**config.mk**
```make
export PLATFORM = sky130hd
export DESIGN_NAME = msc_setup_regs
export DESIGN_NICKNAME = d
export VERILOG_FILES = /design/src/msc_pkg.sv /design/src/msc_setup_regs.sv
export SDC_FILE = /design/constraint.sdc
export NUM_CORES = 1
export LEC_CHECK = 0
export ABC_CLOCK_PERIOD_IN_PS = 3100
export BUFFER_PORTS_ARGS = -buffer_cell sky130_fd_sc_hd__buf_2
export CAP_MARGIN = 20
export CORE_ASPECT_RATIO = 1.4
export CORE_MARGIN = 3
export CORE_UTILIZATION = 55
export CTS_CLUSTER_DIAMETER = 30
export DETAILED_ROUTE_END_ITERATION = 16
export HOLD_SLACK_MARGIN = 0.05
export PLACE_DENSITY = 0.77
export SLEW_MARGIN = 20
export SYNTH_ARGS = -nofsm -noshare
export SYNTH_HDL_FRONTEND = slang
export SYNTH_SLANG_ARGS = --single-unit
```
**constraint.sdc**
```tcl
create_clock -name clk -period 3.1 [get_ports clk]
set_input_delay 0.155 -clock clk [delete_from_list [all_inputs] [get_ports clk]]
set_output_delay 0.155 -clock clk [all_outputs]
set_load 0.005 [all_outputs]
```
**src/msc_pkg.sv**
```systemverilog
package msc_pkg;
    // Register addresses
    localparam logic [15:0] MSC_ADDR_GAIN = 16'hE60F;
    localparam logic [15:0] MSC_ADDR_MAIN_CFG = 16'hE618;
    localparam logic [15:0] MSC_ADDR_THIRD_CFG = 16'hEA00;
    localparam logic [15:0] MSC_ADDR_COMP_MODE = 16'hE60E;
    localparam logic [15:0] MSC_ADDR_RUN = 16'hE228;
    localparam logic [15:0] MSC_ADDR_LAST_ACCESS = 16'hE9FE;
    localparam logic [15:0] MSC_ADDR_DIE_REV = 16'hE707;
    localparam logic [15:0] MSC_ADDR_PROTECT = 16'hE7E3;
    localparam logic [15:0] MSC_ADDR_COMMIT = 16'hE7EF;
    localparam logic [15:0] MSC_ADDR_KEY = 16'hE7FE;
    localparam logic [15:0] MSC_ADDR_INTERNAL = 16'hE90C;
    localparam logic [15:0] MSC_HARM_LO = 16'hE880;
    localparam logic [15:0] MSC_HARM_HI = 16'hE89F;
    // Key and command values
    localparam logic [7:0] MSC_KEY_VALUE = 8'hAD;
    localparam logic [7:0] MSC_PROTECT_VALUE = 8'h80;
    localparam logic [7:0] MSC_COMMIT_VALUE = 8'h00;
    // Field positions
    localparam int MSC_CUR_GAIN_LSB = 0;
    localparam int MSC_VOLT_GAIN_LSB = 3;
    localparam int MSC_NEUT_GAIN_LSB = 6;
    localparam int MSC_PHASE_INT_BIT = 0;
    localparam int MSC_NEUT_INT_BIT = 3;
    localparam int MSC_HPF_BIT = 0;
    localparam int MSC_FREQ_BIT = 14;
    localparam int MSC_RUN_BIT = 0;
    localparam int MSC_HPF_PATHS = 7;
    localparam int MSC_HPF_PHASE_C_VOLT = 6;
    // Values after reset
    localparam logic [15:0] MSC_RESET_WORD = 16'h0000;
    localparam logic [8:0] MSC_RESET_GAIN = 9'h000;
    localparam logic [7:0] MSC_RESET_BYTE = 8'h00;

    typedef struct packed {
        logic valid;
        logic write;
        logic from_spi;
        logic [15:0] addr;
        logic [15:0] wdata;
    } msc_req_type;

    typedef struct packed {
        logic valid;
        logic [15:0] rdata;
    } msc_rsp_type;

    typedef enum logic [1:0] {
        MSC_IDLE,
        MSC_ARMED,
        MSC_STAGED
    } msc_unlock_type;
endpackage

```
**src/msc_setup_regs.sv**
```systemverilog
// Notes on behaviour
// Three 3-bit gain fields, low nine bits
// Integrator enables: main bit 0, third bit 3
// Computation mode bit 14 selects 60 Hz
// Host writes key then 0x80 to protect
// Host configures first, then sets run
// Read-only 8-bit die revision, writes ignored
// Every read records its address, except affected SPI harmonic reads
// Affected SPI harmonic reads record address plus one
// Host subtracts one for affected harmonic reads
// Host writes key, internal value, then commit
// Internal-setting writes must be back to back
// Captured internal setting reads back as written
// Filter bit low bypasses all high-pass filters except the phase C voltage filter on the affected revision
// Affected revision keeps phase C voltage filter on
// Key unlocks only the very next access, so an intervening read cancels it
`timescale 1ns/10ps
`default_nettype none
module msc_setup_regs
    import msc_pkg::*;
#(
    parameter logic [7:0] DIE_REVISION = 8'h5A, // Arbitrary value
    parameter logic [7:0] AFFECTED_REVISION = 8'h5A // Arbitrary value
) (
    input wire logic clk,
    input wire logic arst_n,
    input wire msc_req_type req,
    output msc_rsp_type rsp,
    output logic [2:0] current_gain_select,
    output logic [2:0] voltage_gain_select,
    output logic [2:0] neutral_gain_select,
    output logic phase_integrator_on,
    output logic neutral_integrator_on,
    output logic line_freq_select,
    output logic [MSC_HPF_PATHS-1:0] highpass_filter_on,
    output logic ram_protect_on,
    output logic [15:0] internal_setting,
    output logic dsp_run
);
    logic [8:0] gain;
    logic [15:0] main_cfg;
    logic [15:0] third_configuration;
    logic [15:0] computation_mode_reg;
    logic [7:0] ram_protect_control;
    logic [15:0] staged_setting;
    logic [15:0] last_access;
    msc_unlock_type unlock_state;
    logic affected;
    logic wr;
    logic rd;
    logic key_wr;
    logic harm_spi;
    logic [15:0] next_rdata;

    assign affected = (DIE_REVISION == AFFECTED_REVISION);
    assign wr = req.valid && req.write;
    assign rd = req.valid && !req.write;
    assign key_wr = wr && req.addr == MSC_ADDR_KEY && req.wdata[7:0] == MSC_KEY_VALUE;
    assign harm_spi = req.from_spi && affected && req.addr >= MSC_HARM_LO
        && req.addr <= MSC_HARM_HI;

    // Setup registers
    always_ff @(posedge clk or negedge arst_n) begin
        if (!arst_n) begin
            gain <= MSC_RESET_GAIN;
            main_cfg <= MSC_RESET_WORD;
            third_configuration <= MSC_RESET_WORD;
            computation_mode_reg <= MSC_RESET_WORD;
        end else if (wr) begin
            if (req.addr == MSC_ADDR_GAIN) begin
                gain <= req.wdata[8:0];
            end
            if (req.addr == MSC_ADDR_MAIN_CFG) begin
                main_cfg <= req.wdata;
            end
            if (req.addr == MSC_ADDR_THIRD_CFG) begin
                third_configuration <= req.wdata;
            end
            if (req.addr == MSC_ADDR_COMP_MODE) begin
                computation_mode_reg <= req.wdata;
            end
        end
    end

    assign current_gain_select = gain[MSC_CUR_GAIN_LSB +: 3];
    assign voltage_gain_select = gain[MSC_VOLT_GAIN_LSB +: 3];
    assign neutral_gain_select = gain[MSC_NEUT_GAIN_LSB +: 3];
    assign phase_integrator_on = main_cfg[MSC_PHASE_INT_BIT];
    assign neutral_integrator_on = third_configuration[MSC_NEUT_INT_BIT];
    assign line_freq_select = computation_mode_reg[MSC_FREQ_BIT];

    // Run control
    always_ff @(posedge clk or negedge arst_n) begin
        if (!arst_n) begin
            dsp_run <= 1'b0;
        end else if (wr && req.addr == MSC_ADDR_RUN) begin
            dsp_run <= req.wdata[MSC_RUN_BIT];
        end
    end

    // High-pass filter enables per path
    genvar gi;
    generate
        for (gi = 0; gi < MSC_HPF_PATHS; gi++) begin : g_hpf
            always_ff @(posedge clk or negedge arst_n) begin
                if (!arst_n) begin
                    highpass_filter_on[gi] <= 1'b0;
                end else if (gi == MSC_HPF_PHASE_C_VOLT && affected) begin
                    highpass_filter_on[gi] <= 1'b1;
                end else begin
                    highpass_filter_on[gi] <= third_configuration[MSC_HPF_BIT];
                end
            end
        end
    endgenerate

    // Key unlock sequencer
    always_ff @(posedge clk or negedge arst_n) begin
        if (!arst_n) begin
            unlock_state <= MSC_IDLE;
        end else if (req.valid) begin
            if (key_wr) begin
                unlock_state <= MSC_ARMED;
            end else begin
                case (unlock_state)
                    MSC_ARMED: begin
                        if (wr && req.addr == MSC_ADDR_INTERNAL) begin
                            unlock_state <= MSC_STAGED;
                        end else begin
                            unlock_state <= MSC_IDLE;
                        end
                    end
                    default: begin
                        unlock_state <= MSC_IDLE;
                    end
                endcase
            end
        end
    end

    // Protection and internal setting
    always_ff @(posedge clk or negedge arst_n) begin
        if (!arst_n) begin
            ram_protect_control <= MSC_RESET_BYTE;
            ram_protect_on <= 1'b0;
            staged_setting <= MSC_RESET_WORD;
            internal_setting <= MSC_RESET_WORD;
        end else if (wr) begin
            if (unlock_state == MSC_ARMED && req.addr == MSC_ADDR_PROTECT
                && req.wdata[7:0] == MSC_PROTECT_VALUE) begin
                ram_protect_control <= req.wdata[7:0];
                ram_protect_on <= 1'b1;
            end
            if (unlock_state == MSC_ARMED && req.addr == MSC_ADDR_INTERNAL) begin
                staged_setting <= req.wdata;
            end
            if (unlock_state == MSC_STAGED && req.addr == MSC_ADDR_COMMIT
                && req.wdata[7:0] == MSC_COMMIT_VALUE) begin
                internal_setting <= staged_setting;
            end
        end
    end

    // Last accessed address
    always_ff @(posedge clk or negedge arst_n) begin
        if (!arst_n) begin
            last_access <= MSC_RESET_WORD;
        end else if (rd) begin
            last_access <= harm_spi ? req.addr + 16'h0001 : req.addr;
        end
    end

    // Read data
    always_comb begin
        case (req.addr)
            MSC_ADDR_GAIN: next_rdata = {7'h00, gain};
            MSC_ADDR_MAIN_CFG: next_rdata = main_cfg;
            MSC_ADDR_THIRD_CFG: next_rdata = third_configuration;
            MSC_ADDR_COMP_MODE: next_rdata = computation_mode_reg;
            MSC_ADDR_RUN: next_rdata = {15'h0000, dsp_run};
            MSC_ADDR_LAST_ACCESS: next_rdata = last_access;
            MSC_ADDR_DIE_REV: next_rdata = {8'h00, DIE_REVISION};
            MSC_ADDR_PROTECT: next_rdata = {8'h00, ram_protect_control};
            MSC_ADDR_INTERNAL: next_rdata = internal_setting;
            default: next_rdata = MSC_RESET_WORD;
        endcase
    end

    always_ff @(posedge clk or negedge arst_n) begin
        if (!arst_n) begin
            rsp <= '0;
        end else begin
            rsp.valid <= rd;
            rsp.rdata <= rd ? next_rdata : MSC_RESET_WORD;
        end
    end
endmodule
`default_nettype wire

```
==> impl_metrics.prom, run 1 <==
# TYPE chip_impl_metric gauge
chip_impl_info{name="status",value="finished, final reports clean"} 1
chip_impl_metric{name="die_area",unit="sq um"} 12200
chip_impl_metric{name="core-area",unit="sq um"} 10500
chip_impl_metric{name="tns",unit="ns"} 0
chip_impl_metric{name="synth_xor_area_share",unit="%"} 0.584
chip_impl_metric{name="cts_num_sinks",unit=""} 136
chip_impl_info{name="endpoint",value="computation_mode_reg[15]"} 1
chip_impl_metric{name="yosysSeqAreaShare",unit="%"} 56.8
chip_impl_metric{name="routed_via_density",unit=""} 6.13
chip_impl_metric{name="detailroute.via_count",unit=""} 4393
chip_impl_info{name="crit_path_cell_trace",value="dlygate4sd3_1 -> buf_2 -> or4b_4 -> nor3_4 -> and4_4 -> and3_1 -> buf_4 -> mux2_2"} 1
chip_impl_metric{name="synthToLayoutAreaGrowth",unit="%"} 22.5
chip_impl_info{name="yosys_most_used_dff",value="sky130_fd_sc_hd__dfrtp_1"} 1
chip_impl_metric{name="synthesis.nets",unit=""} 492
chip_impl_metric{name="start_util",unit="%"} 57.0
chip_impl_metric{name="htreeDepth",unit=""} 4
chip_impl_metric{name="drive_gt1_share",unit="%"} 43.4
chip_impl_info{name="crit_type",value="in -> reg"} 1
chip_impl_metric{name="globalRouteMet1Util",unit="%"} 32.1
chip_impl_info{name="worst_hold_path_type",value="in -> reg"} 1
chip_impl_metric{name="antenna_violating_nets_post_route",unit=""} 0
chip_impl_metric{name="asyncSetResetFlopFracSynth",unit="%"} 100
chip_impl_metric{name="post_synthesis_share_of_cell_area_spent_on_and_or_nand_and_nor_gates",unit="%"} 9.97
chip_impl_info{name="tritoncts",value="yes"} 1
chip_impl_metric{name="number_of_flops_mapped_to_enable_cells_by_yosys",unit=""} 0
chip_impl_metric{name="die_width",unit="microns"} 94.2
chip_impl_metric{name="power.static_leakage",unit="uW"} 0.00358
chip_impl_metric{name="syn-mean-instance-area",unit="sq um"} 13.3
chip_impl_info{name="setup_repair_after_global_routing_missed_its_margin",value="false"} 1
chip_impl_info{name="synth_top_family_by_area",value="multiplexers"} 1
chip_impl_metric{name="wl",unit="microns"} 15800
chip_impl_metric{name="number_of_detailed_routing_iterations_run_before_antenna_repair",unit=""} 5
chip_impl_metric{name="synthDistinctLibCells",unit=""} 57
chip_impl_metric{name="gr-usage-met3",unit="%"} 6.91
chip_impl_metric{name="post_synth_fa_ha_maj_area_fraction",unit="%"} 0.626
chip_impl_info{name="largest-register",value="rsp"} 1
chip_impl_metric{name="post_cts_buffers",unit=""} 0
chip_impl_metric{name="synth_compound_gate_area_share",unit="%"} 9.64
chip_impl_metric{name="global_route.usage.total",unit="%"} 27.2
chip_impl_metric{name="timing.critical_path.buf_inv",unit=""} 3
chip_impl_metric{name="place.port_buffers",unit=""} 90
chip_impl_metric{name="worstPathArrival",unit="ns"} 3.05
chip_impl_info{name="worstReg2RegStart",value="unlock_state[1]"} 1
chip_impl_metric{name="maxCapViolCount",unit=""} 0
chip_impl_metric{name="routedWlPerCell",unit="microns"} 22.0
chip_impl_metric{name="postSynthCellCount",unit=""} 452
chip_impl_metric{name="diodes",unit=""} 0
chip_impl_metric{name="num_io_pins",unit=""} 91
chip_impl_info{name="top_usage_layer",value="met2"} 1
chip_impl_metric{name="max_slew_margin",unit="%"} 43.6
chip_impl_metric{name="finalHoldViolCount",unit=""} 0
chip_impl_metric{name="timing.final.max_slew_violations",unit=""} 0
chip_impl_metric{name="synth_top_area_share",unit="%"} 56.8
chip_impl_info{name="endpoint_kind",value="flop"} 1
chip_impl_info{name="clock-root-buffer",value="sky130_fd_sc_hd__clkbuf_16"} 1
chip_impl_metric{name="nNetsFinal",unit=""} 606
chip_impl_metric{name="first_pass_grt_wire_length",unit="microns"} 24600
chip_impl_metric{name="pin_count_of_the_biggest_net_entering_global_routing",unit=""} 79
chip_impl_metric{name="peakVddDrop",unit="mV"} 0.417
chip_impl_metric{name="cts-hold-fix-buffers",unit=""} 15
chip_impl_metric{name="1st_iter_drt_viols",unit=""} 390
chip_impl_info{name="netlist_top_cells_area",value="sky130_fd_sc_hd__dfrtp_1 57%, sky130_fd_sc_hd__mux2_2 17%, sky130_fd_sc_hd__a222oi_1 2.7%"} 1
chip_impl_metric{name="antenna_found_initial",unit=""} 0
chip_impl_info{name="startpoint_types",value="input pin"} 1
chip_impl_metric{name="crit_cells",unit=""} 8
chip_impl_metric{name="pwr_dens",unit="nW/um^2"} 545
chip_impl_metric{name="critical_path_required",unit="ns"} 3.40
chip_impl_metric{name="ff2ff_path_depth",unit=""} 6
chip_impl_metric{name="groute.layer.met2.usage",unit="%"} 46.4
chip_impl_metric{name="synth.area.mux_share",unit="%"} 19.2
chip_impl_metric{name="gpl_wtd_cong",unit=""} 0.885
chip_impl_metric{name="worstPathMaxFanout",unit=""} 16
chip_impl_info{name="critPathTopFamily",value="simple AND/OR/NAND/NOR gates"} 1
chip_impl_metric{name="clkSlewWorstSetupHoldPaths",unit="ns"} 0.06
chip_impl_metric{name="ys.warnings.count",unit=""} 0
chip_impl_metric{name="place_hpwl",unit="microns"} 10600
chip_impl_metric{name="r2r_slack",unit="ns"} 1.05
chip_impl_info{name="synthDominantAreaCellType",value="sky130_fd_sc_hd__dfrtp_1"} 1
chip_impl_metric{name="clk-insertion-delay-late",unit="ns"} 0.42
chip_impl_info{name="cpMaxStageDelayCell",value="sky130_fd_sc_hd__or4b_4"} 1
chip_impl_metric{name="fin_worst_skew",unit="ns"} 0.00716
chip_impl_metric{name="largest_register_ff_count",unit=""} 17
chip_impl_metric{name="grt_overflow_total",unit=""} 0
chip_impl_metric{name="slowest_delay",unit="ns"} 0.56
chip_impl_metric{name="max_freq",unit="MHz"} 364
chip_impl_metric{name="dieHeight",unit="microns"} 130
chip_impl_metric{name="timing_worst_slew_pin_value",unit="ns"} 0.839
chip_impl_metric{name="synthesis.area",unit="sq um"} 6000
chip_impl_metric{name="route.detailed.drc",unit=""} 0
chip_impl_metric{name="utilization",unit="%"} 69.8
chip_impl_metric{name="rows",unit=""} 44
chip_impl_metric{name="vias_in_the_first_global_route",unit=""} 4400
chip_impl_metric{name="post_cts_resize_count",unit=""} 0
chip_impl_metric{name="final.period_utilization",unit="%"} 88.6
chip_impl_metric{name="setup_viol",unit=""} 0
chip_impl_info{name="critPathLaunch",value="req[23]"} 1
chip_impl_info{name="regToRegEndpoint",value="internal_setting[4]"} 1
chip_impl_metric{name="synth_seq_cells",unit=""} 136
chip_impl_metric{name="cts_buffers",unit=""} 17
chip_impl_metric{name="fin_crit",unit="ns"} 2.75
chip_impl_metric{name="cts_buffer_depth",unit=""} 2
## final cells by class
| type | instances | area (sq um) |
|---|---|---|
| Sequential cell | 136 | 3400 |
| Tap cell | 138 | 173 |
| Inverter | 9 | 33.8 |
| Multi-Input combinational cell | 281 | 2400 |
| Timing Repair Buffer | 121 | 739 |
| Clock inverter | 13 | 148 |
| Clock buffer | 19 | 443 |
| Fill cell | 736 | 3170 |
## where the power goes
group	internal [uW]	switching (uW)	total, uW
sequential	1810	25.5	1830
clock	1210	779	1990
combinational	68.2	112	180
## cell usage after synthesis (all sizes together) (2+ instances only)
cell and number:
nor3 11, mux2 98, nor4 3, a222oi 16, nand4 5, o21ai 9, or2 4, and3 5
nand2 24, nor4bb 2, xor2 2, nand2b 2, xnor2 2, a221oi 3, or4 2, buf 15
clkbuf 11, a21oi 16, ha 3, a22o 5, nand4b 2, a22oi 14, nor2b 9, nand3 4
a31oi 5, nor2 15, inv 9, dfrtp 136
## through the flow
| stage | instance area (sq um) | cells | hold WS (ns) | power, uW | worst slack (ns) |
|---|---|---|---|---|---|
| floorplan | 6000 | 452 | -0.141 | 1910 | 1.13 |
| global placement | 6600 | 670 | 0.152 | 2020 | 0.561 |
| detailed placement | 6600 | 670 | 0.163 | 2030 | 0.516 |
| CTS | 7340 | 717 | 0.0539 | 4010 | 0.380 |
| global route | 7340 | 717 | 0.0647 | 4120 | 0.313 |
| finish | 7340 | 717 | 0.0632 | 4000 | 0.354 |
## worst min-delay path by stage
stage / start / endpoint / slack, ns / cells after the start
floorplan: arst_n / computation_mode_reg[0] / -0.14 / 0
global placement: arst_n / rsp[10] / 0.15 / 1
detailed placement: arst_n / rsp[14] / 0.16 / 1
CTS: req[8] / staged_setting[8] / 0.05 / 2
global route: req[8] / staged_setting[8] / 0.06 / 2
finish: req[8] / staged_setting[8] / 0.06 / 2
## cell usage in the layout (no fill, tap or decap), types with 3 or more instances in the layout
cell type,count
sky130_fd_sc_hd__a221oi_1,3
sky130_fd_sc_hd__clkinvlp_4,4
sky130_fd_sc_hd__ha_1,3
sky130_fd_sc_hd__nor2b_1,9
sky130_fd_sc_hd__nand2_1,23
sky130_fd_sc_hd__and3_1,5
sky130_fd_sc_hd__clkinv_4,4
sky130_fd_sc_hd__inv_1,9
sky130_fd_sc_hd__nand4_1,5
sky130_fd_sc_hd__buf_4,15
sky130_fd_sc_hd__mux2_2,88
sky130_fd_sc_hd__a31oi_1,5
sky130_fd_sc_hd__dfrtp_1,136
sky130_fd_sc_hd__clkbuf_16,17
sky130_fd_sc_hd__o21ai_0,9
sky130_fd_sc_hd__nand3_1,4
sky130_fd_sc_hd__a22oi_1,14
sky130_fd_sc_hd__a22o_1,5
sky130_fd_sc_hd__or2_2,4
sky130_fd_sc_hd__a21oi_1,16
sky130_fd_sc_hd__a222oi_1,16
sky130_fd_sc_hd__nor2_1,13
sky130_fd_sc_hd__buf_2,89
sky130_fd_sc_hd__nor3_1,7
sky130_fd_sc_hd__nor3_2,3
sky130_fd_sc_hd__mux2_4,10
sky130_fd_sc_hd__dlygate4sd3_1,15
## worst register-to-register path, cell delays in order, from the launching register on
cell and delay [ns]:
sky130_fd_sc_hd__dfrtp_1 0.35, sky130_fd_sc_hd__inv_1 0.06, sky130_fd_sc_hd__nor4_1 0.25, sky130_fd_sc_hd__nand3_1 0.12, sky130_fd_sc_hd__nor3_2 0.47, sky130_fd_sc_hd__buf_4 0.31, sky130_fd_sc_hd__mux2_2 0.37
## cell families (layout without fill, tap and decap cells)
| logic type | Yosys count | count (layout) |
|---|---|---|
| DFF | 136 | 136 |
| muxes | 99 | 99 |
| and+or+nand+nor | 96 | 96 |
| AOI/OAI and AO/OA | 78 | 78 |
| buffers and inverters | 35 | 162 |
| xor gates and xnor gates | 4 | 4 |
| adders and majority gates | 3 | 3 |
| other | 1 | 1 |
## layer usage
| layer | wire length [microns] | part of all wire [%] |
|---|---|---|
| met4 | 465 | 3.0 |
| met1 | 5890 | 37 |
| met5 | 0 | 0 |
| met2 | 8420 | 53 |
| met3 | 983 | 6.2 |
(Power assumes the default switching activity.)
==> run 2, diff against run 1 <==
CAP_MARGIN = unset   (was 20)
CELL_PAD_IN_SITES_DETAIL_PLACEMENT = 1   (was unset)
CELL_PAD_IN_SITES_GLOBAL_PLACEMENT = 1   (was unset)
CORE_UTILIZATION = 50   (was 55)
PLACE_DENSITY = unset   (was 0.77)
PLACE_DENSITY_LB_ADDON = 0.1   (was unset)
==> run 2 against run 1 <==
Effect of this change: maximum frequency rose by 4.7%; sequential power barely moved; register-to-register slack improved by 0.25 ns; combinational power barely moved; sequential share of layout area rose by 0.18 points; critical path depth did not move; hold slack got worse by 0.00083 ns; wire length rose by 14%; cell count rose by 1.1%; critical path type unchanged; critical endpoint is now ram_protect_control[1]; largest cell class unchanged.
==> impl_metrics.prom, run 2 (synthesized netlist as in run 1, its figures left out) <==
# TYPE chip_impl_metric gauge
chip_impl_info{name="clock-root-buffer",value="sky130_fd_sc_hd__clkbuf_16"} 1
chip_impl_metric{name="pwr_dens",unit="nW/um^2"} 523
chip_impl_metric{name="pin_count_of_the_biggest_net_entering_global_routing",unit=""} 88
chip_impl_info{name="worstReg2RegStart",value="unlock_state[1]"} 1
chip_impl_metric{name="routed_via_density",unit=""} 6.10
chip_impl_metric{name="wl",unit="microns"} 18000
chip_impl_metric{name="fin_crit",unit="ns"} 2.62
chip_impl_metric{name="core-area",unit="sq um"} 11500
chip_impl_metric{name="peakVddDrop",unit="mV"} 0.375
chip_impl_metric{name="ff2ff_path_depth",unit=""} 4
chip_impl_metric{name="start_util",unit="%"} 52.1
chip_impl_metric{name="gpl_wtd_cong",unit=""} 0.907
chip_impl_info{name="largest-register",value="rsp"} 1
chip_impl_metric{name="largest_register_ff_count",unit=""} 17
chip_impl_metric{name="fin_worst_skew",unit="ns"} 0.00882
chip_impl_info{name="timing.hold.worst_endpoint",value="last_access[6]"} 1
chip_impl_info{name="tritoncts",value="yes"} 1
chip_impl_metric{name="seq_area",unit="sq um"} 3400
chip_impl_metric{name="num_io_pins",unit=""} 91
chip_impl_metric{name="htreeDepth",unit=""} 4
chip_impl_metric{name="nNetsFinal",unit=""} 610
chip_impl_metric{name="die_width",unit="microns"} 98.6
chip_impl_metric{name="tns",unit="ns"} 0
chip_impl_metric{name="cts_buffer_depth",unit=""} 2
chip_impl_metric{name="place_hpwl",unit="microns"} 12200
chip_impl_metric{name="clkSlewWorstSetupHoldPaths",unit="ns"} 0.06
chip_impl_info{name="crit_type",value="in -> reg"} 1
chip_impl_metric{name="setup_viol",unit=""} 0
chip_impl_info{name="regToRegEndpoint",value="ram_protect_control[1]"} 1
chip_impl_metric{name="rows",unit=""} 46
chip_impl_metric{name="place.port_buffers",unit=""} 90
chip_impl_metric{name="antenna_violating_nets_post_route",unit=""} 0
chip_impl_info{name="status",value="finished, final reports clean"} 1
chip_impl_metric{name="vias_in_the_first_global_route",unit=""} 5029
chip_impl_metric{name="post_cts_buffers",unit=""} 0
chip_impl_metric{name="multiInputGateArea",unit="sq um"} 2400
chip_impl_metric{name="global_route.usage.total",unit="%"} 28.5
chip_impl_metric{name="power.static_leakage",unit="uW"} 0.00358
chip_impl_metric{name="timing.final.max_slew_violations",unit=""} 0
chip_impl_metric{name="worstPathMaxFanout",unit=""} 9
chip_impl_info{name="most_frequent_cells_in_the_layout",value="136 x sky130_fd_sc_hd__dfrtp_1, 89 x sky130_fd_sc_hd__buf_2, 88 x sky130_fd_sc_hd__mux2_2, 23 x sky130_fd_sc_hd__nand2_1, 21 x sky130_fd_sc_hd__buf_4"} 1
chip_impl_info{name="setup_repair_after_global_routing_missed_its_margin",value="false"} 1
chip_impl_metric{name="synthToLayoutAreaGrowth",unit="%"} 22.0
chip_impl_info{name="worst_hold_path_type",value="in -> reg"} 1
chip_impl_metric{name="final.period_utilization",unit="%"} 84.6
chip_impl_metric{name="finalHoldViolCount",unit=""} 0
chip_impl_metric{name="antenna_found_initial",unit=""} 0
chip_impl_info{name="final_common_cell",value="sky130_fd_sc_hd__dfrtp_1"} 1
chip_impl_info{name="endpoint_kind",value="flop"} 1
chip_impl_metric{name="detailroute.via_count",unit=""} 4426
chip_impl_metric{name="cts_buffers",unit=""} 17
chip_impl_metric{name="worstPathArrival",unit="ns"} 2.88
chip_impl_metric{name="route.detailed.drc",unit=""} 0
chip_impl_metric{name="max_slew_margin",unit="%"} 44.2
chip_impl_metric{name="number_of_detailed_routing_iterations_run_before_antenna_repair",unit=""} 5
chip_impl_metric{name="drive_gt1_share",unit="%"} 44.1
chip_impl_metric{name="diodes",unit=""} 0
chip_impl_metric{name="timing_worst_slew_pin_value",unit="ns"} 0.836
chip_impl_info{name="hold_path.startpoint",value="req[22]"} 1
chip_impl_metric{name="worstHoldPathCells",unit=""} 2
chip_impl_metric{name="critical_path_required",unit="ns"} 3.35
chip_impl_metric{name="r2r_slack",unit="ns"} 1.30
chip_impl_metric{name="die_area",unit="sq um"} 13400
chip_impl_metric{name="clk-insertion-delay-late",unit="ns"} 0.41
chip_impl_metric{name="design_power_total",unit="uW"} 3820
chip_impl_metric{name="max_freq",unit="MHz"} 381
chip_impl_metric{name="fillers",unit=""} 1146
chip_impl_metric{name="first_pass_grt_wire_length",unit="microns"} 28600
chip_impl_metric{name="maxCapViolCount",unit=""} 0
chip_impl_info{name="startpoint_types",value="input pin"} 1
chip_impl_metric{name="cts_num_sinks",unit=""} 136
chip_impl_metric{name="routedWlPerCell",unit="microns"} 24.8
chip_impl_metric{name="dieHeight",unit="microns"} 136
chip_impl_metric{name="grt_overflow_total",unit=""} 0
chip_impl_metric{name="1st_iter_drt_viols",unit=""} 239
==> run 2: changes by cell type in the layout (fill, tap and decap cells not counted) <==
| cell | before | now |
|---|---|---|
| sky130_fd_sc_hd__clkinv_4 | 4 | 1 |
| sky130_fd_sc_hd__bufinv_16 | 2 | 0 |
| sky130_fd_sc_hd__dlygate4sd3_1 | 15 | 13 |
| sky130_fd_sc_hd__clkbuf_1 | 1 | 0 |
| sky130_fd_sc_hd__buf_4 | 15 | 21 |
| sky130_fd_sc_hd__clkinv_2 | 1 | 4 |
| sky130_fd_sc_hd__clkbuf_8 | 1 | 2 |
==> run 2: worst max-delay path by stage <==
| stage | slack (ns) | cells after the start | end | from |
|---|---|---|---|---|
| after floorplan | 1.13 | 7 | computation_mode_reg[10] | req[23] |
| after detailed placement | 0.47 | 7 | gain[8] | req[23] |
| after global placement | 0.57 | 7 | gain[8] | req[23] |
| final | 0.48 | 8 | ram_protect_control[1] | req[28] |
| after CTS | 0.47 | 9 | rsp[0] | req[28] |
| after global routing | 0.37 | 8 | ram_protect_control[1] | req[28] |
==> run 2: per-layer routing <==
metal  part of all wire, %  wire [microns]  GRT usage (%)  up-vias
met5                     0               0              0        -
met4                   4.8             859           16.0        0
met3                   4.7             840           6.44       54
met2                    53            9570           49.8      145
met1                    37            6710           32.0     2314
li1                      -               -              -     1913
==> run 2: power by group <==
group          leakage [uW]  total, uW  switching, uW  internal [uW]
Sequential          0.00185       1830           25.1           1810
Clock              0.000253       1810            757           1050
Combinational       0.00148        181            115           66.4
==> run 2: area by class of cell <==
cell class                      instances  share of cell area (%)
Timing Repair Buffer                  125                    10.5
Clock buffer                           19                    6.19
Tap cell                              144                    2.46
Clock inverter                         11                    1.04
Multi-Input combinational cell        281                    32.9
Inverter                                9                   0.462
Sequential cell                       136                    46.5
==> run 2: critical path, cell delays in order <==
cell and delay, ns:
sky130_fd_sc_hd__dlygate4sd3_1 0.52, sky130_fd_sc_hd__buf_2 0.13, sky130_fd_sc_hd__and4b_1 0.37, sky130_fd_sc_hd__nand2_1 0.14
sky130_fd_sc_hd__nand4bb_4 0.31, sky130_fd_sc_hd__or4_1 0.53, sky130_fd_sc_hd__nor2_1 0.58, sky130_fd_sc_hd__nor2b_1 0.14
==> run 2: what timing repair did <==
item	4_1_cts	5_1_grt
resized for setup	0	0
hold buffers	13	0
endpoints found under the hold margin	113	0
==> run 2: per-stage QoR <==
step                setup slack [ns]  instances  cell area [sq um]  hold slack, ns  utilization (%)
CTS                            0.472        725               7310          0.0539             63.5
detailed placement             0.472        682               6660           0.280             57.8
global route                   0.369        725               7310          0.0616             63.5
floorplan                       1.13        452               6000          -0.141                -
global placement               0.566        682               6660           0.267             57.8
finish                         0.477        725               7310          0.0623             63.5
